`src/sadc_pkg.sv`:
```
// Purpose: shared constants and types of the sar converter sequencer
// Assumes: axi4-lite register bus with 32-bit data, one clock
// Notes:   every offset, field position, reset value and count lives here

package sadc_pkg;

    // ------------------------------------------------------------
    // register byte offsets
    // ------------------------------------------------------------
    localparam logic [7:0] OFF_CTRL = 8'h00;
    localparam logic [7:0] OFF_COMMAND = 8'h04;
    localparam logic [7:0] OFF_SELECT = 8'h08;
    localparam logic [7:0] OFF_TIMING = 8'h0c;
    localparam logic [7:0] OFF_FLAGS = 8'h10;
    localparam logic [7:0] OFF_RESULT = 8'h14;
    localparam logic [7:0] OFF_ACTIVE = 8'h18;

    // ------------------------------------------------------------
    // field positions and widths
    // ------------------------------------------------------------
    localparam int CTRL_ENABLE = 0;
    localparam int CTRL_FREE_RUN = 1;
    localparam int CTRL_RES_SEL = 2;
    localparam int CTRL_EV_START = 3;
    localparam int CTRL_PRESCALE_SELECT_LO = 8;
    localparam int CTRL_ACC_LO = 12;
    localparam int CMD_START = 0;
    localparam int SEL_CHAN_LO = 0;
    localparam int SEL_REF_LO = 8;
    localparam int TIM_DLY_LO = 0;
    localparam int TIM_LEN_LO = 8;
    localparam int FLG_READY = 0;
    localparam int FLG_IRQ_EN = 8;

    localparam int CHAN_W = 5;
    localparam int REF_W = 2;
    localparam int PRESCALE_SELECT_W = 3;
    localparam int ACC_W = 3;
    localparam int DLY_W = 4;
    localparam int LEN_W = 8;
    localparam int SAMPLE_W = 10;
    localparam int RESULT_W = 16;
    localparam int CYC_W = 9;

    // ------------------------------------------------------------
    // reset values
    // ------------------------------------------------------------
    localparam logic [31:0] CTRL_RST = 32'h0000_0000;
    localparam logic [31:0] SELECT_RST = 32'h0000_0000;
    localparam logic [31:0] TIMING_RST = 32'h0000_0000;
    localparam logic FLG_IRQ_EN_RST = 1'b0;

    // ------------------------------------------------------------
    // timing counts, in converter clock cycles, and the largest accumulation selection
    // ------------------------------------------------------------
    localparam logic [CYC_W-1:0] CONV_CYCLES = 9'h00d;
    localparam logic [CYC_W-1:0] HOLD_CYCLES = 9'h002;
    localparam logic [ACC_W-1:0] ACC_MAX_SEL = 3'h6;

    // ------------------------------------------------------------
    // bus answers
    // ------------------------------------------------------------
    localparam logic [1:0] RESP_OKAY = 2'h0;
    localparam logic [1:0] RESP_SLVERR = 2'h2;

    typedef enum logic [2:0] {
        ST_IDLE = 3'b001,
        ST_WAIT = 3'b010,
        ST_CONV = 3'b100
    } sadc_state_t;

endpackage

```
`src/sadc_prescaler.sv`:
```
// Purpose: converter clock prescaler, one enable pulse per converter clock
// Assumes: run low holds the counter at zero
// Notes:   tick marks the rising edge of the converter clock

`timescale 1ns/1ps

module sadc_prescaler (
    input wire logic clock,
    input wire logic rst_b,
    input wire logic run,
    input wire logic [sadc_pkg::PRESCALE_SELECT_W-1:0] prescale_select_sel,
    output logic tick
);

    logic [7:0] cnt_q;
    logic [7:0] half;
    logic [7:0] last;

    // factor is 2 << prescale_select_sel, 2 up to 256
    assign half = 8'h01 << prescale_select_sel;
    assign last = (half << 1) - 8'h01;

    // ------------------------------------------------------------
    // counter, held at zero while idle so the start delay is fixed
    // ------------------------------------------------------------
    always_ff @(posedge clock or negedge rst_b) begin
        if (!rst_b) begin
            cnt_q <= 8'h00;
        end else if (!run) begin
            cnt_q <= 8'h00;
        end else if (cnt_q == last) begin
            cnt_q <= 8'h00;
        end else begin
            cnt_q <= cnt_q + 8'h01;
        end
    end

    always_ff @(posedge clock or negedge rst_b) begin
        if (!rst_b) begin
            tick <= 1'b0;
        end else begin
            tick <= run && (cnt_q == half - 8'h01);
        end
    end

    prescale_select_hold_a: assert property (@(posedge clock) disable iff (!rst_b)
        !run |=> (cnt_q == 8'h00) && !tick)
        else $error("prescaler ran while idle");

endmodule

```
`src/sadc_sequencer.sv`:
```
// Purpose: conversion sequencer of a 10-bit sar converter, axi4-lite slave
// Assumes: sar_data settles before the last converter cycle; pins are asynchronous
// Notes:   one write and one read under way at a time; no wait states beyond two
//
// Register access over AXI4-Lite and the register addresses were left to the implementer.

`timescale 1ns/1ps

// Notes on behaviour
// - writing start begins a conversion; bit reads one while busy, single mode clears it
// - channel change during conversion takes effect only after it finishes
// - completion of a sample or full accumulation sets the ready flag; irq needs both enables
// - ready flag sets even when its interrupt enable is off
// - with event start enabled an incoming event triggers a conversion unless one is already under way
// - event input is edge sensitive, sets start bit, cleared at completion unless free running
// - free running: start bit begins first; each later one starts right after completion
// - prescaler divides the peripheral clock, runs only while enabled
// - prescaler held reset while idle; conversion starts at next converter clock edge
// - conversion lasts 13 plus delay plus length converter clocks; sample-hold 2 plus delay plus length after start
// - ready flag clears on result read or writing one to it
// - sampling lasts 2 plus delay plus length converter clocks
// - free-running period is 13 plus delay plus length converter clocks
// - channel and reference pass a buffer, copied continuously until a start
// - selections lock during conversion, update again in its last cycle
// - result is one sample or the sum of the configured sample count
// - result is 10 bits per sample, 8 with reduced resolution, right justified
// - free running: next result after a channel change still uses the old channel
module sadc_sequencer (
    input wire logic clock,
    input wire logic rst_b,
    input wire logic [7:0] s_axi_awaddr,
    input wire logic s_axi_awvalid,
    output logic s_axi_awready,
    input wire logic [31:0] s_axi_wdata,
    input wire logic [3:0] s_axi_wstrb,
    input wire logic s_axi_wvalid,
    output logic s_axi_wready,
    output logic [1:0] s_axi_bresp,
    output logic s_axi_bvalid,
    input wire logic s_axi_bready,
    input wire logic [7:0] s_axi_araddr,
    input wire logic s_axi_arvalid,
    output logic s_axi_arready,
    output logic [31:0] s_axi_rdata,
    output logic [1:0] s_axi_rresp,
    output logic s_axi_rvalid,
    input wire logic s_axi_rready,
    input wire logic event_trigger,
    input wire logic global_int_enable,
    input wire logic [sadc_pkg::SAMPLE_W-1:0] sar_data,
    output logic [sadc_pkg::CHAN_W-1:0] sar_channel,
    output logic [sadc_pkg::REF_W-1:0] sar_reference,
    output logic sar_sample_hold,
    output logic sar_busy,
    output logic result_ready_irq
);

    function automatic logic [31:0] merge(input logic [31:0] old, input logic [31:0] nw,
                                          input logic [3:0] be);
        logic [31:0] m;
        m = {{8{be[3]}}, {8{be[2]}}, {8{be[1]}}, {8{be[0]}}};
        return (old & ~m) | (nw & m);
    endfunction

    function automatic logic mapped(input logic [7:0] a);
        return a == sadc_pkg::OFF_CTRL || a == sadc_pkg::OFF_COMMAND ||
               a == sadc_pkg::OFF_SELECT || a == sadc_pkg::OFF_TIMING ||
               a == sadc_pkg::OFF_FLAGS || a == sadc_pkg::OFF_RESULT ||
               a == sadc_pkg::OFF_ACTIVE;
    endfunction

    logic [31:0] ctrl_q;
    logic [31:0] sel_buf_q;
    logic [31:0] timing_q;
    logic irq_en_q;
    logic start_q;
    logic ready_q;
    logic [sadc_pkg::RESULT_W-1:0] result_q;
    logic [sadc_pkg::CHAN_W+sadc_pkg::REF_W-1:0] act_sel_q;
    sadc_pkg::sadc_state_t state_q;
    logic [sadc_pkg::CYC_W-1:0] cyc_q;
    logic [6:0] smp_q;
    logic [sadc_pkg::RESULT_W-1:0] acc_q;
    logic ev_s1_q, ev_s2_q, ev_s3_q;
    logic [sadc_pkg::SAMPLE_W-1:0] sd_s1_q, sd_s2_q;
    logic [sadc_pkg::SAMPLE_W-1:0] code_q;
    logic aw_rdy_q, ar_rdy_q;
    logic tick;

    logic wr_fire, rd_fire, wr_map;
    logic enable, free_run, ev_rise, ev_start, sw_start;
    logic [sadc_pkg::CYC_W-1:0] total, hold_pt;
    logic [6:0] n_smp;
    logic conv_end, seq_end, locked, flag_clr;
    logic [sadc_pkg::RESULT_W-1:0] sample, sum;

    // ------------------------------------------------------------
    // bus handshakes
    // ------------------------------------------------------------
    assign wr_fire = s_axi_awvalid && s_axi_wvalid && !aw_rdy_q && !s_axi_bvalid;
    assign rd_fire = s_axi_arvalid && !ar_rdy_q && !s_axi_rvalid;
    assign wr_map = wr_fire && mapped(s_axi_awaddr);

    always_ff @(posedge clock or negedge rst_b) begin
        if (!rst_b) begin
            aw_rdy_q <= 1'b0;
            s_axi_awready <= 1'b0;
            s_axi_wready <= 1'b0;
            s_axi_bvalid <= 1'b0;
            s_axi_bresp <= sadc_pkg::RESP_OKAY;
        end else begin
            aw_rdy_q <= wr_fire;
            s_axi_awready <= wr_fire;
            s_axi_wready <= wr_fire;
            if (wr_fire) begin
                s_axi_bresp <= wr_map ? sadc_pkg::RESP_OKAY : sadc_pkg::RESP_SLVERR;
            end
            // response only after both channels have been taken
            if (aw_rdy_q) begin
                s_axi_bvalid <= 1'b1;
            end else if (s_axi_bready) begin
                s_axi_bvalid <= 1'b0;
            end
        end
    end

    always_ff @(posedge clock or negedge rst_b) begin
        if (!rst_b) begin
            ar_rdy_q <= 1'b0;
            s_axi_arready <= 1'b0;
            s_axi_rvalid <= 1'b0;
            s_axi_rdata <= 32'h0000_0000;
            s_axi_rresp <= sadc_pkg::RESP_OKAY;
        end else begin
            ar_rdy_q <= rd_fire;
            s_axi_arready <= rd_fire;
            if (rd_fire) begin
                s_axi_rresp <= mapped(s_axi_araddr) ? sadc_pkg::RESP_OKAY
                                                    : sadc_pkg::RESP_SLVERR;
                case (s_axi_araddr)
                    sadc_pkg::OFF_CTRL: s_axi_rdata <= ctrl_q;
                    sadc_pkg::OFF_COMMAND: s_axi_rdata <= {31'h0, start_q};
                    sadc_pkg::OFF_SELECT: s_axi_rdata <= sel_buf_q;
                    sadc_pkg::OFF_TIMING: s_axi_rdata <= timing_q;
                    sadc_pkg::OFF_FLAGS: s_axi_rdata <= {23'h0, irq_en_q, 7'h0, ready_q};
                    sadc_pkg::OFF_RESULT: s_axi_rdata <= {16'h0, result_q};
                    sadc_pkg::OFF_ACTIVE: begin
                        s_axi_rdata <= {22'h0, act_sel_q[6:5], 3'h0, act_sel_q[4:0]};
                    end
                    default: s_axi_rdata <= 32'h0000_0000;
                endcase
            end
            if (ar_rdy_q) begin
                s_axi_rvalid <= 1'b1;
            end else if (s_axi_rready) begin
                s_axi_rvalid <= 1'b0;
            end
        end
    end

    // ------------------------------------------------------------
    // software registers
    // ------------------------------------------------------------
    always_ff @(posedge clock or negedge rst_b) begin
        if (!rst_b) begin
            ctrl_q <= sadc_pkg::CTRL_RST;
            sel_buf_q <= sadc_pkg::SELECT_RST;
            timing_q <= sadc_pkg::TIMING_RST;
            irq_en_q <= sadc_pkg::FLG_IRQ_EN_RST;
        end else if (wr_map) begin
            case (s_axi_awaddr)
                sadc_pkg::OFF_CTRL: ctrl_q <= merge(ctrl_q, s_axi_wdata, s_axi_wstrb);
                sadc_pkg::OFF_SELECT: begin
                    sel_buf_q <= merge(sel_buf_q, s_axi_wdata, s_axi_wstrb);
                end
                sadc_pkg::OFF_TIMING: timing_q <= merge(timing_q, s_axi_wdata, s_axi_wstrb);
                sadc_pkg::OFF_FLAGS: begin
                    if (s_axi_wstrb[1]) begin
                        irq_en_q <= s_axi_wdata[sadc_pkg::FLG_IRQ_EN];
                    end
                end
                default: ;
            endcase
        end
    end

    assign enable = ctrl_q[sadc_pkg::CTRL_ENABLE];
    assign free_run = ctrl_q[sadc_pkg::CTRL_FREE_RUN];
    assign total = sadc_pkg::CONV_CYCLES
                 + 9'(timing_q[sadc_pkg::TIM_DLY_LO +: sadc_pkg::DLY_W])
                 + 9'(timing_q[sadc_pkg::TIM_LEN_LO +: sadc_pkg::LEN_W]);
    assign hold_pt = sadc_pkg::HOLD_CYCLES
                   + 9'(timing_q[sadc_pkg::TIM_DLY_LO +: sadc_pkg::DLY_W])
                   + 9'(timing_q[sadc_pkg::TIM_LEN_LO +: sadc_pkg::LEN_W]);
    // selections above the largest accumulation count clamp to 64 samples
    assign n_smp = (ctrl_q[sadc_pkg::CTRL_ACC_LO +: sadc_pkg::ACC_W] > sadc_pkg::ACC_MAX_SEL)
                 ? 7'h40 : 7'h01 << ctrl_q[sadc_pkg::CTRL_ACC_LO +: sadc_pkg::ACC_W];

    // ------------------------------------------------------------
    // event input and start bit
    // ------------------------------------------------------------
    always_ff @(posedge clock or negedge rst_b) begin
        if (!rst_b) begin
            ev_s1_q <= 1'b0;
            ev_s2_q <= 1'b0;
            ev_s3_q <= 1'b0;
            sd_s1_q <= '0;
            sd_s2_q <= '0;
        end else begin
            ev_s1_q <= event_trigger;
            ev_s2_q <= ev_s1_q;
            ev_s3_q <= ev_s2_q;
            sd_s1_q <= sar_data;
            sd_s2_q <= sd_s1_q;
        end
    end

    assign ev_rise = ev_s2_q && !ev_s3_q;
    assign ev_start = ev_rise && ctrl_q[sadc_pkg::CTRL_EV_START] && enable;
    assign sw_start = wr_map && s_axi_awaddr == sadc_pkg::OFF_COMMAND && s_axi_wstrb[0]
                   && s_axi_wdata[sadc_pkg::CMD_START] && enable;
    assign conv_end = tick && state_q == sadc_pkg::ST_CONV && cyc_q + 9'h001 == total;
    assign seq_end = conv_end && smp_q + 7'h01 >= n_smp;

    always_ff @(posedge clock or negedge rst_b) begin
        if (!rst_b) begin
            start_q <= 1'b0;
        end else if (!enable) begin
            start_q <= 1'b0;
        end else if (sw_start || ev_start) begin
            start_q <= 1'b1;
        end else if (seq_end && !free_run) begin
            start_q <= 1'b0;
        end
    end

    // ------------------------------------------------------------
    // conversion sequencer, advanced on converter clock edges
    // ------------------------------------------------------------
    sadc_prescaler u_prescale_select (
        .clock(clock),
        .rst_b(rst_b),
        .run(enable && state_q != sadc_pkg::ST_IDLE),
        .prescale_select_sel(ctrl_q[sadc_pkg::CTRL_PRESCALE_SELECT_LO +: sadc_pkg::PRESCALE_SELECT_W]),
        .tick(tick)
    );

    // code taken as the last converter cycle begins, while the selection is still
    // locked, so a channel change cannot reach this result even at slow prescales
    always_ff @(posedge clock or negedge rst_b) begin
        if (!rst_b) begin
            code_q <= '0;
        end else if (tick && state_q == sadc_pkg::ST_CONV && cyc_q + 9'h002 == total) begin
            code_q <= sd_s2_q;
        end
    end

    assign sample = ctrl_q[sadc_pkg::CTRL_RES_SEL] ? 16'(code_q[9:2]) : 16'(code_q);
    assign sum = (smp_q == 7'h00) ? sample : acc_q + sample;

    always_ff @(posedge clock or negedge rst_b) begin
        if (!rst_b) begin
            state_q <= sadc_pkg::ST_IDLE;
            cyc_q <= '0;
            smp_q <= 7'h00;
            acc_q <= '0;
        end else if (!enable) begin
            state_q <= sadc_pkg::ST_IDLE;
            cyc_q <= '0;
            smp_q <= 7'h00;
        end else begin
            case (state_q)
                sadc_pkg::ST_IDLE: begin
                    if (start_q) begin
                        state_q <= sadc_pkg::ST_WAIT;
                    end
                end
                sadc_pkg::ST_WAIT: begin
                    if (tick) begin
                        state_q <= sadc_pkg::ST_CONV;
                        cyc_q <= '0;
                        smp_q <= 7'h00;
                    end
                end
                sadc_pkg::ST_CONV: begin
                    if (conv_end) begin
                        acc_q <= sum;
                        cyc_q <= '0;
                        if (!seq_end) begin
                            smp_q <= smp_q + 7'h01;
                        end else begin
                            smp_q <= 7'h00;
                            // free running: next conversion follows with no gap
                            if (!(free_run && start_q)) begin
                                state_q <= sadc_pkg::ST_IDLE;
                            end
                        end
                    end else if (tick) begin
                        cyc_q <= cyc_q + 9'h001;
                    end
                end
                default: state_q <= sadc_pkg::ST_IDLE;
            endcase
        end
    end

    // ------------------------------------------------------------
    // result, ready flag and selection lock
    // ------------------------------------------------------------
    assign flag_clr = (wr_map && s_axi_awaddr == sadc_pkg::OFF_FLAGS && s_axi_wstrb[0]
                    && s_axi_wdata[sadc_pkg::FLG_READY])
                   || (rd_fire && s_axi_araddr == sadc_pkg::OFF_RESULT);
    // unlocked in the last converter cycle so a pending change lands before the next
    assign locked = state_q == sadc_pkg::ST_CONV && cyc_q + 9'h001 != total;

    always_ff @(posedge clock or negedge rst_b) begin
        if (!rst_b) begin
            ready_q <= 1'b0;
            result_q <= '0;
        end else begin
            ready_q <= seq_end || (ready_q && !flag_clr);
            if (seq_end) begin
                result_q <= sum;
            end
        end
    end

    always_ff @(posedge clock or negedge rst_b) begin
        if (!rst_b) begin
            act_sel_q <= '0;
        end else if (!locked) begin
            act_sel_q <= {sel_buf_q[sadc_pkg::SEL_REF_LO +: sadc_pkg::REF_W],
                          sel_buf_q[sadc_pkg::SEL_CHAN_LO +: sadc_pkg::CHAN_W]};
        end
    end

    always_ff @(posedge clock or negedge rst_b) begin
        if (!rst_b) begin
            sar_sample_hold <= 1'b0;
            sar_busy <= 1'b0;
            result_ready_irq <= 1'b0;
        end else begin
            sar_sample_hold <= tick && state_q == sadc_pkg::ST_CONV
                            && cyc_q + 9'h001 == hold_pt;
            sar_busy <= state_q == sadc_pkg::ST_CONV;
            result_ready_irq <= ready_q && irq_en_q && global_int_enable;
        end
    end

    assign sar_channel = act_sel_q[4:0];
    assign sar_reference = act_sel_q[6:5];

    // ------------------------------------------------------------
    // checks
    // ------------------------------------------------------------
    flag_set_a: assert property (@(posedge clock) disable iff (!rst_b)
        seq_end |=> ready_q)
        else $error("ready flag missed a completion");

    flag_clear_a: assert property (@(posedge clock) disable iff (!rst_b)
        ready_q && flag_clr && !seq_end |=> !ready_q)
        else $error("ready flag not cleared");

    start_set_a: assert property (@(posedge clock) disable iff (!rst_b)
        sw_start && state_q != sadc_pkg::ST_CONV |=> start_q ##1 state_q != sadc_pkg::ST_IDLE)
        else $error("start write did not begin a conversion");

    single_clear_a: assert property (@(posedge clock) disable iff (!rst_b)
        seq_end && !free_run && !sw_start && !ev_start |=> !start_q ##1
            state_q == sadc_pkg::ST_IDLE)
        else $error("single conversion left start bit set");

    event_start_a: assert property (@(posedge clock) disable iff (!rst_b)
        ev_start |=> start_q)
        else $error("event did not set start bit");

    conv_len_a: assert property (@(posedge clock) disable iff (!rst_b)
        conv_end |-> cyc_q == total - 9'h001 && total >= sadc_pkg::CONV_CYCLES)
        else $error("conversion length wrong");

    free_run_a: assert property (@(posedge clock) disable iff (!rst_b)
        seq_end && free_run && start_q && enable |=> state_q == sadc_pkg::ST_CONV
            && cyc_q == '0)
        else $error("free running did not restart");

    sel_lock_a: assert property (@(posedge clock) disable iff (!rst_b)
        locked |=> $stable(act_sel_q))
        else $error("selection changed while locked");

    no_restart_a: assert property (@(posedge clock) disable iff (!rst_b)
        state_q == sadc_pkg::ST_CONV && !conv_end && enable |=> state_q == sadc_pkg::ST_CONV
            && (cyc_q == $past(cyc_q) || cyc_q == $past(cyc_q) + 9'h001))
        else $error("running conversion restarted");

endmodule

```
`config.mk`:
```
export PLATFORM = sky130hd
export DESIGN_NAME = sadc_sequencer
export DESIGN_NICKNAME = d
export VERILOG_FILES = /design/src/sadc_pkg.sv /design/src/sadc_prescaler.sv /design/src/sadc_sequencer.sv
export SDC_FILE = /design/constraint.sdc
export NUM_CORES = 1
export LEC_CHECK = 0
export ABC_AREA = 1
export BUFFER_PORTS_ARGS = -buffer_cell sky130_fd_sc_hd__buf_4
export CAP_MARGIN = 10
export CORE_MARGIN = 2
export CORE_UTILIZATION = 50
export DETAILED_ROUTE_END_ITERATION = 10
export PLACE_DENSITY_LB_ADDON = 0.15
export RECOVER_POWER = 25
export SLEW_MARGIN = 20
export SYNTH_ARGS = -nofsm -noshare
export SYNTH_HDL_FRONTEND = slang
export SYNTH_SLANG_ARGS = --single-unit
```
`constraint.sdc`:
```
create_clock -name clock -period 3.7 [get_ports clock]
set_input_delay 0.185 -clock clock [delete_from_list [all_inputs] [get_ports clock]]
set_output_delay 0.185 -clock clock [all_outputs]
set_load 0.02 [all_outputs]
```
Word-level counts from Yosys, hierarchy flattened
Cells that the tools add are included. W data, S select, Z words.

Flip-flop bits (word level): 242. Output and inout port bits: 51. Word-level logic and storage cells: 180.

$add $sub $neg: 11. Magnitude comparators: 2. Equality and inequality tests: 30. Shift operators: 2. Muxes and demuxes: 32. Bitwise logic cells: 8. Reduce and logical (&&, ||, !) cells: 65.

Operator list (count): $pmux W32 S7 (1); $and A32 B32 Y32 (4); $or A32 B32 Y32 (3); $eq A8 B5 Y1 const B (6); $mux W9 (4); $mux W7 (5); $eq A8 B4 Y1 const B (4); $not A32 Y32 (1); $logic_and A1 B1 Y1 (30); $eq A9 B9 Y1 (3); $add A5 B8 Y9 (2); $mux W3 (6); $pmux W9 S2 (1); $add A16 B10 Y16 (1); $eq A8 B3 Y1 const B (2); $eq A8 B8 Y1 (2); $logic_not A8 Y1 (2); $mux W16 (1); $mux W8 (2); $sub A8 B1 Y8 const B (2); $logic_or A1 B1 Y1 (15); $pmux W7 S2 (1); $ne A3 B3 Y1 const B (4); $reduce_and A3 Y1 (4); other kinds (26) (44).

Longest topological paths before layout
Depth after elaboration: 15. Depth in mapped cells: 22. Gate-level depth less buffers: 20.

Modules after synthesis
From an unflattened synthesis, not the netlist that was laid out.

Cell total of the unflattened synthesis: 1538. Area total of the unflattened synthesis: 12474.5 um^2.

By module, submodules not included: sadc_sequencer (times used 1, cells each 1442, area an instance 11778.8 um^2, seq. area each 5781.8 um^2); sadc_prescaler (times used 1, cells each 96, area an instance 695.7 um^2, seq. area each 225.2 um^2).

Least setup slack after synthesis
OpenSTA, ideal clock, no wires.

Path type: reg2reg. From: register with a tool-made name. To: register acc_q[12] (netlist name). Setup time: 0.126 ns. Data arrival time: 2.615 ns. Data required time: 3.574 ns. Setup slack: 0.959 ns. Cell stages (with the launch flop): 22. Period minus slack after synthesis: 2.741 ns. Cell sequence: dfrtp_1 -> inv_1 -> ha_1 -> ha_1 -> inv_1 -> fa_1 -> inv_1 -> nand3_1 -> nand2_1 -> nand2_1 -> nand2_1 -> nand2_1 -> nand2_1 -> nand3_1 -> nor2_2 -> and2_1 -> buf_4 -> nand3_2 -> buf_6 -> buf_6 -> nand2_1 -> o21ai_1.

RTL lines: end signal, assigned (line sadc_sequencer.sv:287) `acc_q <= sum;`; end, declared (line sadc_sequencer.sv:83) `logic [sadc_pkg::RESULT_W-1:0] acc_q;`.

==> qor.txt <==
status: finished, violations left
failing checks: max-capacitance violations, max-slew violations
Final Setup Violations: 0
fraction of registers with async set/reset: 100%
Clock Path Buffers: 3
CTS buffer count: 27
DP Worst Slack: 595 ps
CTS tree: yes
number of flops mapped to enable cells by yosys: 0
Setup Buffers After CTS: 0
Worst Hold Class: input pin to flip-flop
DRC viols: 0
worst hold slack: 21.8 ps
port bufs: 119
CTS Hold Buffers Added: 46
CTS H-tree lvls: 1
Setup Skew: 13.2 ps
global-route wire length before repair: 52.0 mm
Main synth FF type: dfrtp_1
post-CTS resize count: 0
Crit path largest cell delay: 400 ps
DR WL/cell: 15.9 um
worst vdd ir: 0.000337 V
detailed placement HPWL: 22.9 mm
Worst Path Buf+Inv: 4
Die Area: 25,900 sq um
Core Util, Final: 61.1%
WP data arrival: 3570 ps
Layout fillers: 2,179
die width: 161 um
fin nets: 1,789
CP top delay family: simple AND/OR/NAND/NOR gates
Mapped Cells: 1,519
ratio of cells with drive above 1 in the final layout: 11.7%
pwr dens: 379 nW/um^2
Initial Utilization: 50.7%
Setup CP Type: flip-flop to flip-flop
commonest non-fill, non-tap cells in the layout: nand2_1 (413), dfrtp_1 (239), o21ai_0 (209)
Final Cycle Share: 85.4%
unrepaired setup endpoints after global routing: false
pins over their slew limit: 98
Synth Area per Inst: 8.09 sq um
WL final: 32.2 mm
max-cap violations: 1
DRT antenna net count: 0
IO Pins: 122
largest net degree at the start of global routing: 99
Critical Path Fanout Max: 29
number of global-route vias before repair: 10,178
Vias: 10,681
initial antenna violation count: 0
antenna cells: 0
Yosys reg bits: 240
clock slew seen by the registers of the worst setup and hold paths: 60 ps
Worst path most repeated cell: nand2_1
GPL Wtd Cong: 0.933
P_leak: 7.24 nW
CP Launch Type: flip-flop
vias per cell: 5.29
crit path cell chain: inv_1, ha_1, ha_1, inv_1, fa_1, inv_1, nand3_1, nand2_1, nand2_1, nand2_1, nand2_1, nand2_1, nand3_1, nor2_2, and2_1, nand3_2, buf_4, nand2_1, o21ai_0
Clock Latency Late Sink: 550 ps
Worst Max-Slew Pin Slew: 2510 ps
Initial DRC Count: 676
mapped cell area: 12,300 sq um
Fmax: 317 MHz
commonest non-fill, non-tap cell in the layout: nand2_1
reg2reg path depth: 19
post-synthesis sequential area ratio: 48.9%
setup ws final: 541 ps
critical path depth: 19
Sink Count: 240
Syn-to-layout area delta: 20.6%
CTS root buffer: clkbuf_16
setup TNS: 0 ps
slowest CP cell: dfrtp_1
Synth cell types: 50
total grt overflow: 0
Final Hold Viols: 0
warnings from Yosys: 0
Total GRT Usage: 25.0%
critical path required time: 4120 ps
worst hold path depth: 3
min Tclk post-route: 3160 ps
Die H: 161 um
DRT Pass-1 Iters: 5
Rel. slew slack: -67.6%
Core Area: 24,200 sq um
Row Count: 57
CP Capture Type: flip-flop
-- kinds of logic after synthesis --
family	count (synthesis)	synth area share (%)
simple gates	661	22.6
buf+inv	220	7.07
mux	3	0.244
other cells	1	0.0305
compound gates	306	13.5
xor+xnor	46	3.28
flops	240	48.9
fa+ha+maj	42	4.46
-- final timing paths --
path	slack, ps	to	start
max	540	acc_q[4]$_DFFE_PN0P_	flip-flop
min	20	flip-flop	s_axi_wdata[1]
max reg2reg	540	acc_q[4]$_DFFE_PN0P_	flip-flop
min reg2reg	350	sd_s2_q[7]$_DFF_PN0_	sd_s1_q[7]$_DFF_PN0_
max in group asynchronous	1200	code_q[2]$_DFFE_PN0P_	rst_b
min in group asynchronous	930	cyc_q[7]$_DFFE_PN0P_	rst_b
-- synth_stat cells, types with 3 or more instances --
master	instances	area share, %
a21oi_1	44	1.8
a221oi_1	6	0.43
a22o_1	6	0.43
a31oi_1	4	0.20
buf_2	8	0.33
buf_4	5	0.31
clkbuf_1	35	1.1
dfrtp_1	239	49
fa_1	3	0.49
ha_1	39	4.0
inv_1	164	5.0
inv_2	3	0.092
mux2i_1	3	0.24
nand2_1	413	13
nand2_2	4	0.20
nand3_1	118	4.8
nand3b_1	3	0.18
nand4_1	18	0.92
nor2_1	72	2.2
nor2_2	7	0.36
nor3_1	14	0.57
nor4_1	5	0.25
o211ai_1	3	0.18
o21ai_0	209	8.5
o21ai_1	8	0.33
o21ai_2	3	0.21
o22ai_1	8	0.41
o31ai_1	3	0.18
xnor2_1	8	0.57
xor2_1	38	2.7
-- power by group --
part / leakage, nW / internal (mW) / total [mW] / switching [mW]
combinational: 3.51 / 0.107 / 0.270 / 0.164
clock: 0.444 / 1.58 / 2.69 / 1.11
sequential: 3.28 / 2.65 / 2.65 / 0.00829
-- area by class of cell --
cell class,instances,area (sq um),area share [%]
Sequential cell,240,6010,40.5
Multi-Input combinational cell,1060,5420,36.5
Timing Repair Buffer,178,1450,9.81
Clock buffer,35,746,5.03
Inverter,169,634,4.28
Tap cell,324,405,2.74
Clock inverter,15,160,1.08
-- worst min-delay path, stage by stage --
cell and delay, ps:
buf_4 80, inv_1 100, o21ai_0 180
-- per-stage QoR --
stage / std cells / total power, mW / cell area (sq um)
6_report: 2021 / 5.61 / 14800
4_1_cts: 2021 / 5.67 / 14800
3_5_place_dp: 1925 / 2.94 / 13500
2_1_floorplan: 1520 / 2.77 / 12300
3_3_place_gp: 1925 / 2.94 / 13500
5_1_grt: 2021 / 5.78 / 14800
-- per-layer routing --
layer / part of all wire [%] / routed length (um) / vias to the layer above / GRT usage, %
met2: 46 / 14900 / 294 / 41.1
met1: 45 / 14500 / 5038 / 34.9
met5: 0 / 0 / - / 0
met3: 5.7 / 1840 / 59 / 3.23
li1: - / - / 5290 / -
met4: 2.9 / 920 / 0 / 7.35
Note: power is estimated with default switching activity, not from simulation.
